File: config.mk
export PLATFORM = sky130hd
export DESIGN_NAME = iow_register_window
export DESIGN_NICKNAME = d
export VERILOG_FILES = /design/src/iow_pkg.sv /design/src/iow_register_window.sv
export SDC_FILE = /design/constraint.sdc
export NUM_CORES = 1
export LEC_CHECK = 0
export BUFFER_PORTS_ARGS = -buffer_cell sky130_fd_sc_hd__buf_2
export CAP_MARGIN = 20
export CORE_UTILIZATION = 55
export CTS_CLUSTER_SIZE = 12
export DETAILED_ROUTE_END_ITERATION = 16
export PLACE_DENSITY = 0.85
export SLEW_MARGIN = 20
export SYNTH_ARGS = -nofsm -noshare
export SYNTH_HDL_FRONTEND = slang
export SYNTH_SLANG_ARGS = --single-unit
File: constraint.sdc
create_clock -name mclk -period 2.1 [get_ports mclk]
set_input_delay 0.21 -clock mclk [delete_from_list [all_inputs] [get_ports mclk]]
set_output_delay 0.21 -clock mclk [all_outputs]
set_load 0.01 [all_outputs]
File: src/iow_pkg.sv
// Constants for the host-visible I/O port register window.
// Assumes an 8-bit host bus with the window selected by the high address byte.
package iow_pkg;

    // ==========================================================
    // Sizes
    localparam int NUM_PORTS = 7;
    localparam int WINDOW_BYTES = 256;

    typedef logic [NUM_PORTS-1:0][7:0] iow_port_bytes_t;
    typedef logic [2:0][7:0] iow_three_bytes_t;

    // ==========================================================
    // Per-port offsets, index 0 is port A and index 6 is port G
    localparam iow_port_bytes_t IN_OFS =
        {8'h41, 8'h40, 8'h30, 8'h11, 8'h10, 8'h01, 8'h00};
    localparam iow_port_bytes_t OUT_OFS =
        {8'h45, 8'h44, 8'h34, 8'h15, 8'h14, 8'h05, 8'h04};
    localparam iow_port_bytes_t DIR_OFS =
        {8'h47, 8'h46, 8'h36, 8'h17, 8'h16, 8'h07, 8'h06};
    localparam iow_port_bytes_t DRV_OFS =
        {8'h49, 8'h48, 8'h38, 8'h19, 8'h18, 8'h09, 8'h08};
    // Only E, F and G have a mode register; other entries are never matched
    localparam iow_port_bytes_t MODE_OFS =
        {8'h43, 8'h42, 8'h32, 8'h00, 8'h00, 8'h00, 8'h00};
    localparam logic [NUM_PORTS-1:0] HAS_MODE = 7'h70;
    // Ports C and F select slew rate, the rest select open drain
    localparam logic [NUM_PORTS-1:0] SLEW_PORTS = 7'h24;
    // Driver-enable status exists for A, B, C and F
    localparam iow_port_bytes_t OE_OFS =
        {8'h00, 8'h4C, 8'h00, 8'h00, 8'h1C, 8'h0D, 8'h0C};
    localparam logic [NUM_PORTS-1:0] HAS_OE_STAT = 7'h27;
    // First port whose mode register exists (E)
    localparam int MODE_BASE = 4;

    // ==========================================================
    // Logic-cell and system register offsets
    localparam logic [7:0] OFS_IN_CELLS_A = 8'h0A;
    localparam logic [7:0] OFS_IN_CELLS_B = 8'h0B;
    localparam logic [7:0] OFS_IN_CELLS_D = 8'h1A;
    localparam logic [7:0] OFS_CELLS_A = 8'h20;
    localparam logic [7:0] OFS_CELLS_B = 8'h21;
    localparam logic [7:0] OFS_BLOCK_A = 8'h22;
    localparam logic [7:0] OFS_BLOCK_B = 8'h23;
    localparam logic [7:0] OFS_PM_CFG0 = 8'hB0;
    localparam logic [7:0] OFS_PM_CFG2 = 8'hB4;
    localparam logic [7:0] OFS_MAIN_LOCK = 8'hC0;
    localparam logic [7:0] OFS_BOOT_LOCK = 8'hC2;
    localparam logic [7:0] OFS_SCAN_EN = 8'hC7;
    localparam logic [7:0] OFS_PAGE = 8'hE0;
    localparam logic [7:0] OFS_SPACE_SEL = 8'hE2;
    localparam logic [7:0] OFS_MEM_INFO0 = 8'hF0;
    localparam logic [7:0] OFS_MEM_INFO1 = 8'hF1;

    // ==========================================================
    // Field masks and reset values
    localparam logic [7:0] BOOT_LOCK_MASK = 8'h8F;
    localparam logic [7:0] SCAN_EN_MASK = 8'h01;
    localparam logic [7:0] SPACE_SEL_MASK = 8'h9F;
    localparam logic [7:0] SPACE_STRAP_MASK = 8'h1E;
    localparam logic [7:0] RESET_ZERO = 8'h00;

endpackage : iow_pkg

File: src/iow_register_window.sv
// Host register window for seven 8-bit I/O ports plus logic-cell and system registers.
// Assumes host strobes and pin inputs are synchronous to mclk; one access per strobe cycle.
//
// How it works
// - Registers decode inside a 256-byte window placed by the user-supplied base byte.
// - Pin input registers return live pin levels, bit n is pin n.
// - Output latch registers hold written data and drive pins in software output mode.
// - Direction bit 0 makes the pin an input (reset), 1 an output.
// - Ports E, F, G mode bit 1 outputs a latched address bit instead of latch data.
// - Ports A, B, D, E, G drive bit selects push-pull (0) or open drain (1).
// - Ports C and F drive bit selects normal (0) or high slew rate (1).
// - Driver-enable status for A, B, C, F reads 1 where the pin driver is on.
// - Cell registers read cell outputs; writes load the cell flip-flops.
// - Block registers stop host writes loading the matching cell flip-flops.
// - Main flash sector lock reads back status; writes leave it alone.
// - Boot lock register reports security state and boot sector protection.
// - Space-select register places each memory area in program and/or data space.
// - Two read-only registers report memory sizes and boot memory type.
// - Page register feeds eight page bits to decode and resets to zero.
// - Scan port enable bit 0 turns the scan port on; other bits unused.
module iow_register_window #(
    parameter logic [7:0] MEM_SIZE_INFO_0 = 8'h00,
    parameter logic [7:0] MEM_SIZE_INFO_1 = 8'h00
) (
    // Clock and reset
    input wire logic mclk,
    input wire logic reset_n,

    // Host parallel bus
    input wire logic [15:0] host_addr,
    input wire logic [7:0] window_base,
    input wire logic host_wr,
    input wire logic host_rd,
    input wire logic [7:0] host_wdata,
    output logic [7:0] host_rdata,
    output logic register_window_select,

    // Port pins
    input wire iow_pkg::iow_port_bytes_t pin_in,
    output iow_pkg::iow_port_bytes_t pin_out,
    output iow_pkg::iow_port_bytes_t pin_oe,
    output iow_pkg::iow_port_bytes_t pin_fast_slew,

    // Latched address bits for ports E, F, G
    input wire iow_pkg::iow_three_bytes_t addr_out_bits,

    // Input logic cells A, B, D
    input wire iow_pkg::iow_three_bytes_t input_cells,

    // Output logic cells
    output logic [7:0] cell_out_a,
    output logic [7:0] cell_out_b,

    // Protection status
    input wire logic [7:0] main_lock_in,
    input wire logic [7:0] boot_lock_in,

    // System controls
    input wire logic [7:0] space_default,
    output logic scan_port_enable,
    output logic [7:0] page_bits,
    output logic [7:0] power_mgmt_config_0,
    output logic [7:0] power_mgmt_config_2,
    output logic [7:0] program_data_space_select
);
    import iow_pkg::*;

    // ==========================================================
    // Window decode
    // Low byte picks the register
    logic [7:0] offset;
    logic wr_hit;
    logic rd_hit;

    // High byte against the base places the window anywhere in host space
    assign register_window_select = (host_addr[15:8] == window_base);
    assign offset = host_addr[7:0];
    assign wr_hit = register_window_select && host_wr;
    assign rd_hit = register_window_select && host_rd;

    // Offset match, used by both the write and the read decode
    function automatic logic ofs_is(input logic [7:0] ofs, input logic [7:0] target);
        ofs_is = (ofs == target);
    endfunction : ofs_is

    // ==========================================================
    // Port configuration registers
    // One byte per port, index 0 is A
    iow_port_bytes_t out_latch_reg;
    iow_port_bytes_t dir_reg;
    iow_port_bytes_t drv_reg;
    iow_port_bytes_t mode_reg;

    // Output latches
    always_ff @(posedge mclk or negedge reset_n) begin
        if (!reset_n) begin
            out_latch_reg <= '0;
        end else if (wr_hit) begin
            for (int p = 0; p < NUM_PORTS; p++) begin
                if (ofs_is(offset, OUT_OFS[p])) begin
                    out_latch_reg[p] <= host_wdata;
                end
            end
        end
    end

    // Direction clears, so pins come up as inputs
    always_ff @(posedge mclk or negedge reset_n) begin
        if (!reset_n) begin
            dir_reg <= '0;
        end else if (wr_hit) begin
            for (int p = 0; p < NUM_PORTS; p++) begin
                if (ofs_is(offset, DIR_OFS[p])) begin
                    dir_reg[p] <= host_wdata;
                end
            end
        end
    end

    // Driver type clears to plain CMOS
    always_ff @(posedge mclk or negedge reset_n) begin
        if (!reset_n) begin
            drv_reg <= '0;
        end else if (wr_hit) begin
            for (int p = 0; p < NUM_PORTS; p++) begin
                if (ofs_is(offset, DRV_OFS[p])) begin
                    drv_reg[p] <= host_wdata;
                end
            end
        end
    end

    // Mode clears to software I/O
    always_ff @(posedge mclk or negedge reset_n) begin
        if (!reset_n) begin
            mode_reg <= '0;
        end else if (wr_hit) begin
            for (int p = 0; p < NUM_PORTS; p++) begin
                if (HAS_MODE[p] && ofs_is(offset, MODE_OFS[p])) begin
                    mode_reg[p] <= host_wdata;
                end
            end
        end
    end

    // ==========================================================
    // Pin drivers
    iow_port_bytes_t pin_value;
    iow_port_bytes_t pin_enable;
    iow_port_bytes_t addr_ext;

    // Address bits aligned to E, F, G; no negative port index
    assign addr_ext = {addr_out_bits, 32'h0000_0000};

    // Address mode forces the driver on
    // Source and enable per pin before the driver type is applied
    always_comb begin
        for (int p = 0; p < NUM_PORTS; p++) begin
            for (int b = 0; b < 8; b++) begin
                if (HAS_MODE[p] && mode_reg[p][b]) begin
                    pin_value[p][b] = addr_ext[p][b];
                    pin_enable[p][b] = 1'b1;
                end else begin
                    pin_value[p][b] = out_latch_reg[p][b];
                    pin_enable[p][b] = dir_reg[p][b];
                end
            end
        end
    end

    // Slew ports never go open drain
    // Registered pins; open drain only ever pulls low, so a one releases the pin
    always_ff @(posedge mclk or negedge reset_n) begin
        if (!reset_n) begin
            pin_out <= '0;
            pin_oe <= '0;
            pin_fast_slew <= '0;
        end else begin
            for (int p = 0; p < NUM_PORTS; p++) begin
                if (!SLEW_PORTS[p]) begin
                    pin_out[p] <= pin_value[p] & ~drv_reg[p];
                    pin_oe[p] <= pin_enable[p] & ~(drv_reg[p] & pin_value[p]);
                    pin_fast_slew[p] <= RESET_ZERO;
                end else begin
                    pin_out[p] <= pin_value[p];
                    pin_oe[p] <= pin_enable[p];
                    pin_fast_slew[p] <= drv_reg[p] & pin_enable[p];
                end
            end
        end
    end

    // ==========================================================
    // Output logic cells and their write blocks
    logic [7:0] cell_a_reg;
    logic [7:0] cell_b_reg;
    logic [7:0] block_a_reg;
    logic [7:0] block_b_reg;

    // A set block bit shields that cell
    // Block registers are plain storage
    always_ff @(posedge mclk or negedge reset_n) begin
        if (!reset_n) begin
            block_a_reg <= RESET_ZERO;
            block_b_reg <= RESET_ZERO;
        end else if (wr_hit) begin
            if (ofs_is(offset, OFS_BLOCK_A)) begin
                block_a_reg <= host_wdata;
            end
            if (ofs_is(offset, OFS_BLOCK_B)) begin
                block_b_reg <= host_wdata;
            end
        end
    end

    // Blocked bits keep their value; the rest take the written data
    always_ff @(posedge mclk or negedge reset_n) begin
        if (!reset_n) begin
            cell_a_reg <= RESET_ZERO;
            cell_b_reg <= RESET_ZERO;
        end else if (wr_hit) begin
            if (ofs_is(offset, OFS_CELLS_A)) begin
                cell_a_reg <= (cell_a_reg & block_a_reg) | (host_wdata & ~block_a_reg);
            end
            if (ofs_is(offset, OFS_CELLS_B)) begin
                cell_b_reg <= (cell_b_reg & block_b_reg) | (host_wdata & ~block_b_reg);
            end
        end
    end

    // Cells are loaded only by the host here
    assign cell_out_a = cell_a_reg;
    assign cell_out_b = cell_b_reg;

    // ==========================================================
    // System registers
    // No side effects inside this block
    logic [7:0] page_reg;
    logic [7:0] pm0_reg;
    logic [7:0] pm2_reg;
    logic scan_en_reg;

    // Page bits for address decode
    always_ff @(posedge mclk or negedge reset_n) begin
        if (!reset_n) begin
            page_reg <= RESET_ZERO;
        end else if (wr_hit && ofs_is(offset, OFS_PAGE)) begin
            page_reg <= host_wdata;
        end
    end

    // Power control 0
    always_ff @(posedge mclk or negedge reset_n) begin
        if (!reset_n) begin
            pm0_reg <= RESET_ZERO;
        end else if (wr_hit && ofs_is(offset, OFS_PM_CFG0)) begin
            pm0_reg <= host_wdata;
        end
    end

    // Power control 2
    always_ff @(posedge mclk or negedge reset_n) begin
        if (!reset_n) begin
            pm2_reg <= RESET_ZERO;
        end else if (wr_hit && ofs_is(offset, OFS_PM_CFG2)) begin
            pm2_reg <= host_wdata;
        end
    end

    // Scan port enable, bit 0 only
    always_ff @(posedge mclk or negedge reset_n) begin
        if (!reset_n) begin
            scan_en_reg <= 1'b0;
        end else if (wr_hit && ofs_is(offset, OFS_SCAN_EN)) begin
            scan_en_reg <= host_wdata[0];
        end
    end

    // Straight from the flip-flops
    assign page_bits = page_reg;
    assign power_mgmt_config_0 = pm0_reg;
    assign power_mgmt_config_2 = pm2_reg;
    assign scan_port_enable = scan_en_reg;

    // ==========================================================
    // Program/data space select
    // A write in the first cycle is lost
    logic [7:0] space_reg;
    logic space_loaded_reg;

    // Reset clears all bits; the configured defaults of bits 1-4 are taken
    // on the first edge after release, since async reset may only load constants
    always_ff @(posedge mclk or negedge reset_n) begin
        if (!reset_n) begin
            space_reg <= RESET_ZERO;
            space_loaded_reg <= 1'b0;
        end else if (!space_loaded_reg) begin
            space_reg <= space_default & SPACE_STRAP_MASK;
            space_loaded_reg <= 1'b1;
        end else if (wr_hit && ofs_is(offset, OFS_SPACE_SEL)) begin
            space_reg <= host_wdata & SPACE_SEL_MASK;
        end
    end

    // Bits 5 and 6 always read zero
    assign program_data_space_select = space_reg;

    // ==========================================================
    // Read path
    logic [7:0] read_mux;
    logic [7:0] rdata_reg;

    // Read-only offsets have no write branch anywhere, so writes to them are dropped
    always_comb begin
        read_mux = RESET_ZERO;
        for (int p = 0; p < NUM_PORTS; p++) begin
            if (ofs_is(offset, IN_OFS[p])) begin
                read_mux = pin_in[p];
            end
            if (ofs_is(offset, OUT_OFS[p])) begin
                read_mux = out_latch_reg[p];
            end
            if (ofs_is(offset, DIR_OFS[p])) begin
                read_mux = dir_reg[p];
            end
            if (ofs_is(offset, DRV_OFS[p])) begin
                read_mux = drv_reg[p];
            end
            if (HAS_MODE[p] && ofs_is(offset, MODE_OFS[p])) begin
                read_mux = mode_reg[p];
            end
            if (HAS_OE_STAT[p] && ofs_is(offset, OE_OFS[p])) begin
                read_mux = pin_oe[p];
            end
        end
        // Non-port registers share no offset
        case (offset)
            OFS_IN_CELLS_A: read_mux = input_cells[0];
            OFS_IN_CELLS_B: read_mux = input_cells[1];
            OFS_IN_CELLS_D: read_mux = input_cells[2];
            OFS_CELLS_A: read_mux = cell_a_reg;
            OFS_CELLS_B: read_mux = cell_b_reg;
            OFS_BLOCK_A: read_mux = block_a_reg;
            OFS_BLOCK_B: read_mux = block_b_reg;
            OFS_PM_CFG0: read_mux = pm0_reg;
            OFS_PM_CFG2: read_mux = pm2_reg;
            OFS_MAIN_LOCK: read_mux = main_lock_in;
            OFS_BOOT_LOCK: read_mux = boot_lock_in & BOOT_LOCK_MASK;
            OFS_SCAN_EN: read_mux = {7'h00, scan_en_reg};
            OFS_PAGE: read_mux = page_reg;
            OFS_SPACE_SEL: read_mux = space_reg;
            OFS_MEM_INFO0: read_mux = MEM_SIZE_INFO_0;
            OFS_MEM_INFO1: read_mux = MEM_SIZE_INFO_1;
            default: read_mux = read_mux;
        endcase
    end

    // Registered for stable data, one cycle late
    // Read data is captured on the strobe and held until the next read
    always_ff @(posedge mclk or negedge reset_n) begin
        if (!reset_n) begin
            rdata_reg <= RESET_ZERO;
        end else if (rd_hit) begin
            rdata_reg <= read_mux;
        end
    end

    // Reads outside the window keep it
    assign host_rdata = rdata_reg;

endmodule : iow_register_window

==> run metrics, run 1 <==
global placer's final weighted congestion 1.039; Cells after Synth 1610; cell row count 67; dpl ws -0.6911 ns; area leader, netlist dfrtp_1; WL final 80230 µm; # IOs 390; Cell Area, Placed approximately 24000 µm²; fin crit period 2.105 ns; leak pwr between 0.01 and 0.015 µW; Worst Tran Pin Value between 0.9 and 1 ns; R2R depth 7; Hold Path Class in -> reg; sequential share of power 46.8%; Core Area 33700 µm²; CTS tree built; RR Endpoint host_rdata[2]; CTS sink cnt 392; Root Driver clkbuf_16; synthesized area between 15000 and 20000 µm²; chip width roughly 190 µm; Skew-Pair Late Insertion Delay 0.55 ns; Detail Placement HPWL between 50000 and 60000 µm; # nets final 2410; largest net degree at the start of global routing 79; pwr dens 650.1 nW/µm²; R2R Setup Slk -0.005 ns; Hold Path End pin_oe[38]; syn_area_per_cell 11.79 µm²; worst-path fanout max 2; most common cell after layout, fill and taps aside dfrtp_1; initial core utilization 56.32%; Ys Warns 0; worst path arrival time 2.54 ns; clock buffer count from CTS 41; vias in the first global route roughly 18000; Hold Fails Final Rpt 0; GR Util All Layers 44.76%; clock-pin slew on the worst setup and hold paths 0.06 ns; CTS H-Tree Depth 2; Final period util 100.2%; grt ovf 0; status finished with violations; clock power share 43.6%; setup_tns -0.004750 ns; post-synthesis async set-or-reset flop share 100.0%; Via Count 17600; WS Path Type reg -> reg; Hold Path Stages 3; EDFF count, synth 0; RSZ-0062 raised after global routing yes; FF+latch count, synth slightly below 400; VDD IR-drop max 0.8973 mV; drt drc 0; height of the chip 187.8 µm; area delta synth->final 32.63%; FMAX about 0.48 GHz; switching share of power between 20% and 30%; Max Slew Vio Count 0; CP required 2.53 ns; Vias/cell 6.494; final setup violation count 1; HP Start addr_out_bits[6]; crit end category flop; largest cells by area after synthesis dfrtp_1 52%, mux2_2 17%, a22oi_1 2.3%, buf_4 2.0%, nor2_1 1.8%; P_int 12320 µW; Cell variety after synth 86; Die ar. roughly 35000 µm²; initial antenna violation count 1; antenna-violating nets left 0; Reg-to-Reg Start out_latch_reg[18]; startpoint types flop; most frequent cells in the layout 390 x dfrtp_1, 339 x buf_2, 290 x buf_4; max-cap violation count 0; switching power 4046 µW; ratio of cells with drive above 1 in the final layout 48.45%; failing checks setup timing; worst setup margin -0.004750 ns; Finished Cell Area about 25000 µm²; WL/cell 29.61 µm; iteration-0 DRC count of the detailed router between 2000 and 2500; fill cell count roughly 2200; I/O Buffers 340; antenna cell count 0; DRT Pass-1 Iters 8; sequential cell area fraction in the yosys report 51.69%; first-pass GRT wire length 115900 µm; Synth top area share between 50% and 60%; Gate power share under 10%; Worst Skew 0.02210 ns; Clock Path Buffers 3; Synth Flop Type dfrtp_1; Slew HR 35.32%
[routing by layer]
metal | GRT usage (%) | routed length [µm] | part of all wire (%) | up-vias
met5 | 0 | 12 | 0.015 | -
li1 | - | - | - | 7142
met1 | 62.96 | 31780 | 40 | 8831
met2 | 69.72 | 36260 | 45 | 1362
met3 | 7.075 | 8181 | 10 | 263
met4 | 17.79 | 4003 | 5.0 | 2
[power groups by stage]
stage | registers, µW | logic [µW] | clock network, µW
after floorplan | 7780 | 605 | 0
after CTS | 7650 | 1520 | 7070
after detailed placement | 7780 | 1470 | 0
final | 7650 | 1580 | 7130
after global placement | 7790 | 1450 | 0
after global routing | 7650 | 1650 | 7380
[worst max path at each step]
stage / from / end
finish: out_latch_reg[18] / host_rdata[2]
global route: dir_reg[47] / host_rdata[7]
detailed placement: host_addr[4] / host_rdata[4]
CTS: host_addr[2] / host_rdata[7]
global placement: host_addr[1] / host_rdata[4]
floorplan: host_addr[1] / host_rdata[7]
[final cells by class]
type	instances	area, µm²	share of cell area [%]
sequential	392	9812	38.98
multi-input combinational	1107	8591	34.13
timing repair buffer	693	4931	19.59
clock buffer	50	1080	4.290
tap	448	560.5	2.227
clock inverter	9	156.4	0.6213
inverter	11	41.29	0.1640
[metrics by stage]
stage | utilization [%] | instances | hold slack, ns | power (µW)
6_report | 74.69 | 2710 | 0.01556 | 16360
5_1_grt | 74.69 | 2710 | 0.02074 | 16670
3_3_place_gp | 69.92 | 2624 | 0.2597 | 9239
4_1_cts | 74.42 | 2707 | 0.006143 | 16230
2_1_floorplan | - | 1651 | -0.08559 | 8382
3_5_place_dp | 69.92 | 2624 | 0.2700 | 9253
[cells in the mapped netlist, types with 5 or more instances]
master,number
clkbuf_1,42
mux2_2,284
nand4bb_1,7
a2bb2oi_1,6
mux2i_1,15
nor3_1,14
o22ai_1,35
or2_2,10
a211oi_1,12
nand2b_1,10
nand3b_1,6
buf_6,7
nand4_1,7
a32oi_1,5
a31oi_1,11
or4b_1,6
nor2b_1,51
buf_2,37
and2_1,18
o221a_2,6
a221o_1,5
a22o_1,6
a221oi_1,9
nand3_1,22
nand2_1,65
dfrtp_1,392
nor3_2,6
o221ai_1,11
nor2_1,92
xnor2_1,8
a22oi_1,57
o211ai_1,9
a21oi_1,65
a21boi_0,25
nor2_2,17
buf_4,51
a222oi_1,10
o21ai_0,60
inv_1,10
o21a_1,6
[worst max-delay path, cell delays in order (launching register included)]
cell and delay, ns:
dfrtp_1 0.45, a211o_1 0.33, a221oi_2 0.25, buf_4 0.15
o21a_1 0.09, o21ai_0 0.15, a211o_1 0.33, a31o_2 0.23
[repair_timing]
| item | in CTS | in global routing |
|---|---|---|
| setup buffers | 3 | 3 |
| endpoints found under the setup margin | 4 | 7 |
| hold endpoints to repair | 81 | 0 |
| pin swaps | 2 | 5 |
| gates resized for setup | 8 | 20 |
| cloned | 0 | 0 |
| hold buffers | 21 | 0 |
[cells by family after synthesis]
| logic type | share of synthesized area [%] |
|---|---|
| other | 0.03957 |
| DFF | 51.69 |
| buffers and inverters | 4.536 |
| AOI/OAI and AO/OA | 13.90 |
| and+or+nand+nor | 11.75 |
| xor gates and xnor gates | 0.3692 |
| muxes | 17.72 |
Power figures use the tool's default switching activity.
==> inputs of run 2 (changes only) <==
Settings changed: SETUP_SLACK_MARGIN from default to 0.1.
==> run 2 against run 1 <==
Net effect:
- the flow still finishes with violations (setup timing)
- cell count up 0.52%
- first-iteration DRC count up 2.8%
- core utilization about the same
- via count up 1.2%
- die area unchanged
- combinational power about the same
- sequential share of layout area about the same
- count of clock-buffer cells in the layout up 3
- total power down 0.75%
- critical path type unchanged
- critical endpoint is now host_rdata[7]
- largest cell class unchanged
==> run metrics, run 2 (same netlist as run 1, synthesis figures left out) <==
DRT Pass-1 Iters 7 (-1); grt ovf 0 (unchanged); Top Layer Used met5; worst-path fanout max 2 (unchanged); antenna-violating nets left 0 (unchanged); Detail Placement HPWL 59540 µm (+2.1%); status finished with violations; drt drc 0 (unchanged); iteration-0 DRC count of the detailed router 2387 (+2.8%); failing checks setup timing; # nets final 2422 (+0.50%); vias in the first global route 18140 (+3.5%); Slew HR 38.25% (+2.9 points); worst path arrival time 2.59 ns (+0.05 ns); Max Slew Vio Count 0 (unchanged); Routed met3 length 9580 µm (+17%); pwr dens 645.3 nW/µm² (-0.73%); crit-path max cell delay 0.40 ns (-0.05 ns); Hold Fails Final Rpt 0 (unchanged); WL final 82010 µm (+2.2%); Worst Skew 0.02132 ns (-0.0007843 ns); Hold Path End pin_oe[48]; VDD IR-drop max 0.7502 mV (-16%); Cells after DPL 2630 (+0.23%); HP Start addr_out_bits[16]; Clock Path Buffers 3 (unchanged); global placer's final weighted congestion 1.036 (-0.24%); largest net degree at the start of global routing 67 (-15%); CTS H-Tree Depth 2 (unchanged); max-cap violation count 0 (unchanged); fin crit period 2.121 ns (+0.01598 ns); DR WL met2 36950 µm (+1.9%); WS Path Type reg -> reg; Final Power 16240 µW (-0.75%); ratio of cells with drive above 1 in the final layout 48.33% (-0.12 points); I/O Buffers 340 (unchanged); initial antenna violation count 4 (+3); area delta synth->final 32.61% (about the same); Vias/cell 6.539 (+0.69%); antenna cell count 0 (unchanged); CTS tree built; Core Area 33700 µm² (unchanged); final setup violation count 1 (unchanged); Cell Area, Placed 23510 µm² (-0.22%); Die ar. 35250 µm² (unchanged); Finished Cell Area 25170 µm² (about the same); Worst Tran Pin Value 0.9263 ns (-0.04392 ns); setup_tns -0.02073 ns (-0.01598 ns); CP required 2.57 ns (+0.04 ns); fill cell count 2198 (-0.77%); Met1 Wirelength 30930 µm (-2.7%); FMAX 0.4715 GHz (-0.75%); clock-pin slew on the worst setup and hold paths 0.07 ns (about the same); register area 9814 µm² (about the same); R2R depth 7 (unchanged); worst path cell trace mux2_4 -> a222oi_1 -> o21ai_1 -> buf_4 -> a2111oi_4 -> a21oi_1 -> o22a_1; WL/cell 30.11 µm (+1.7%); Skew-Pair Late Insertion Delay 0.58 ns (+0.03 ns); multi-input logic area 8591 µm² (unchanged); height of the chip 187.8 µm (unchanged); RSZ-0062 raised after global routing yes; Via Count 17810 (+1.2%); startpoint types flop; chip width 187.8 µm (unchanged); fin cells 2724 (+0.52%); crit end category flop; Final period util 101.0% (+0.76 points); Hold Path Stages 3 (unchanged); RR Endpoint host_rdata[7]; clock buffer count from CTS 41 (unchanged); slowest stage cell, crit path dfrtp_1; Root Driver clkbuf_16; CTS sink cnt 392 (unchanged); cell row count 67 (unchanged); Hold Path Class in -> reg; worst setup margin -0.02073 ns (-0.01598 ns); # IOs 390 (unchanged); most frequent cells in the layout 388 x dfrtp_1, 338 x buf_2, 306 x buf_4; initial core utilization 56.32% (unchanged); most common cell after layout, fill and taps aside dfrtp_1; R2R Setup Slk -0.02 ns (-0.02 ns); Reg-to-Reg Start out_latch_reg[47]; GR Util All Layers 46.68% (+1.9 points); first-pass GRT wire length 120100 µm (+3.6%); leak pwr 0.01300 µW (+0.39%)
==> run 2: how the worst max path moves through the flow <==
stage	startpoint	endpoint	slack (ns)	cells past startpoint
after global routing	dir_reg[47]	host_rdata[7]	-0.04	7
after global placement	host_addr[3]	host_rdata[1]	-0.81	11
after floorplan	window_base[2]	dir_reg[40]	0.05	8
final	out_latch_reg[47]	host_rdata[7]	-0.02	7
after detailed placement	host_addr[3]	host_rdata[1]	-0.79	11
after CTS	host_addr[3]	host_rdata[1]	0.04	11
==> run 2: worst max-delay path: cells and delay by family, from the launching register on <==
kind	cells	cell delay, ns
buf+inv	1	0.18
flops	1	0.40
mux	1	0.28
compound gates	5	1.13
==> run 2: cell type report <==
type                            count  area share [%]
Clock inverter                      8          0.3778
Clock buffer                       53           4.539
Inverter                           11          0.1641
Sequential cell                   392           39.00
Tap cell                          448           2.227
Timing Repair Buffer              705           19.56
Multi-Input combinational cell   1107           34.14
==> run 2: metrics by stage <==
step | hold WS, ns | worst slack (ns) | utilization (%)
after global placement | 0.1927 | -0.8084 | 69.77
after global routing | 0.03319 | -0.03822 | 74.68
after CTS | 0.007021 | 0.04459 | 74.50
after floorplan | -0.08559 | 0.05379 | -
final | 0.03799 | -0.02073 | 74.68
after detailed placement | 0.2007 | -0.7881 | 69.77
==> run 2: what timing repair did <==
| action | in CTS | in global routing |
|---|---|---|
| gates resized for setup | 13 | 16 |
| hold buffers | 27 | 0 |
| pin swaps | 4 | 2 |
| buffers inserted | 4 | 2 |
| endpoints found under the hold margin | 74 | 0 |
| endpoints found under the setup margin | 6 | 16 |
==> run 2: power breakdown <==
part	leakage (µW)	internal (µW)	total [µW]	switching, µW
Sequential	0.00544	7600	7660	60.6
Combinational	0.00696	629	1610	984
Clock	0.000612	3940	6970	3030
Total	0.0130	12200	16200	4080
==> run 2: routing by layer <==
layer  global-route usage (%)  vias up
li1                         -     7174
met1                    62.27     8855
met2                    72.19     1444
met3                    10.87      332
met4                    22.26        8
met5                        0        -
==> inputs of run 3 (changes only) <==
Settings changed: CORE_UTILIZATION 55 to 50, PLACE_DENSITY 0.85 to 0.79, TNS_END_PERCENT from default to 30.
==> run 3 against run 2 <==
Net effect:
- the run now ends clean
- global-route usage down 5.9 points
- critical endpoint unchanged
- sequential share of layout area down 0.84 points
- wire length down 3.3%
- clock skew down 0.010 ns
- setup slack better by 0.076 ns
- maximum frequency up 3.7%
==> run metrics, run 3 (same netlist as run 1, synthesis figures left out) <==
status finished, final reports clean; largest net degree at the start of global routing 68 (+1.5%); sequential share of power 46.7% (-0.4 points); WL/cell 28.12 µm (-6.6%); initial core utilization 51.35% (-5.0 points); clock power share 43.2% (+0.3 points); GR Util All Layers 40.82% (-5.9 points); startpoint types flop; Slew HR 36.10% (-2.1 points); WL final 79330 µm (-3.3%); I/O Buffers 340 (unchanged); leak pwr 0.01323 µW (+1.7%); Clock Path Buffers 3 (unchanged); # nets final 2458 (+1.5%); dpl ws -0.9678 ns (-0.1796 ns); chip width 196.8 µm (+4.8%); switching power 4079 µW (about the same); Skew-Pair Late Insertion Delay 0.56 ns (-0.02 ns); clock buffer count from CTS 42 (+2.4%); Gate power share 10.1% (+0.2 points); fin crit period 2.045 ns (-0.07569 ns); Cells after DPL 2722 (+3.5%); WS Path Type reg -> reg; Die ar. 38740 µm² (+9.9%); Core Area 36960 µm² (+9.7%); CTS sink cnt 392 (unchanged); multi-input logic area 8657 µm² (+0.77%); # IOs 390 (unchanged); global placer's final weighted congestion 1.069 (+3.2%); FMAX 0.4890 GHz (+3.7%); Finished Cell Area 25710 µm² (+2.2%); Hold Fails Final Rpt 0 (unchanged); ratio of cells with drive above 1 in the final layout 50.02% (+1.7 points); crit end category flop; fin cells 2821 (+3.6%); drt drc 0 (unchanged); initial antenna violation count 2 (-2); Detail Placement HPWL 59680 µm (+0.23%); vias in the first global route 17580 (-3.1%); Hold Path End pin_oe[54]; R2R depth 7 (unchanged); DRT Pass-1 Iters 8 (+1); grt ovf 0 (unchanged); Final period util 97.38% (-3.6 points); iteration-0 DRC count of the detailed router 2088 (-13%); worst-path fanout max 2 (unchanged); clock-pin slew on the worst setup and hold paths 0.06 ns (about the same); Hold Path Stages 3 (unchanged); Cell Area, Placed 23930 µm² (+1.8%); switching share of power 24.88% (-0.22 points); Vias/cell 6.169 (-5.7%); Final Power 16390 µW (+0.94%); most frequent cells in the layout 389 x dfrtp_1, 339 x buf_2, 332 x buf_4; Via Count 17400 (-2.3%); Root Driver clkbuf_16; CTS tree built; most common cell after layout, fill and taps aside dfrtp_1; pwr dens 637.5 nW/µm² (-1.2%); VDD IR-drop max 1.002 mV (+34%); max-cap violation count 0 (unchanged); first-pass GRT wire length 114900 µm (-4.3%); worst setup margin 0.05495 ns (+0.07569 ns); Worst Tran Pin Value 0.9585 ns (+0.03222 ns); P_int 12310 µW (+1.2%); Max Slew Vio Count 0 (unchanged); R2R Setup Slk 0.05 ns (+0.08 ns); Reg-to-Reg Start out_latch_reg[47]; final setup violation count 0 (-1); antenna-violating nets left 0 (unchanged); Worst Skew 0.01109 ns (-0.01022 ns); CP required 2.55 ns (-0.02 ns); HP Start addr_out_bits[22]; setup_tns 0 ns (+0.02073 ns); cell row count 70 (+4.5%); fill cell count 2713 (+23%); RSZ-0062 raised after global routing yes; height of the chip 196.8 µm (+4.8%); worst path arrival time 2.49 ns (-0.10 ns); register area 9813 µm² (about the same); Hold Path Class in -> reg; CTS H-Tree Depth 2 (unchanged); area delta synth->final 35.50%; RR Endpoint host_rdata[7]
-- run 3: cell count changes in the layout (fill, tap and decap cells not counted), moves of 3 or more --
cell and change:
buf_4 +26, buf_12 +8, a21oi_1 -4, a21oi_2 +4, clkbuf_8 +3
-- run 3: timing repair --
item,in CTS,in global routing
setup endpoints to repair,5,21
hold buffers,28,0
gates cloned,0,0
buffers inserted,1,3
pin swaps,2,15
gates resized for setup,13,32
hold endpoints to repair,83,0
-- run 3: layer usage --
layer / share of wire, % / track usage [%]
met1: 42 / 58.08
met2: 45 / 62.22
met3: 9.4 / 7.615
met4: 3.6 / 15.22
met5: 0 / 0
-- run 3: power by group through the flow --
stage / Combinational (µW) / Clock [µW] / Sequential (µW)
after floorplan: 606 / 0 / 7780
after global placement: 1510 / 0 / 7790
after detailed placement: 1540 / 0 / 7790
after CTS: 1590 / 7140 / 7650
after global routing: 1730 / 7380 / 7650
final: 1650 / 7090 / 7660
-- run 3: metrics by stage --
| step | utilization [%] | hold WS (ns) |
|---|---|---|
| after detailed placement | 64.75 | 0.2144 |
| after CTS | 69.14 | 0.003742 |
| after global routing | 69.56 | 0.01472 |
| after floorplan | - | -0.08559 |
| final | 69.57 | 0.01910 |
| after global placement | 64.75 | 0.2068 |
-- run 3: worst max path at each step --
| stage | from | endpoint | slack (ns) | cells after the start |
|---|---|---|---|---|
| 6_report | out_latch_reg[47] | host_rdata[7] | 0.05 | 7 |
| 5_1_grt | out_latch_reg[47] | host_rdata[7] | -0.006 | 7 |
| 4_1_cts | host_addr[4] | host_rdata[5] | 0.07 | 9 |
| 3_5_place_dp | host_addr[4] | host_rdata[5] | -0.97 | 9 |
| 3_3_place_gp | host_addr[4] | host_rdata[5] | -1.01 | 9 |
| 2_1_floorplan | window_base[2] | dir_reg[40] | 0.05 | 8 |
-- run 3: cell type report --
cell class	instances	share of cell area, %
inverter	11	0.1606
timing repair buffer	740	20.55
antenna	2	0.01946
clock inverter	10	0.3990
clock buffer	55	4.588
multi-input combinational	1107	33.67
tap	504	2.452
sequential	392	38.16
-- run 3: worst max-delay path, stage by stage, from the launching register on --
cell and delay, ns:
dfrtp_1 0.41, mux2_4 0.27, a222oi_1 0.30, o21ai_1 0.16
buf_4 0.19, a2111oi_4 0.30, a21oi_2 0.12, o22a_1 0.19
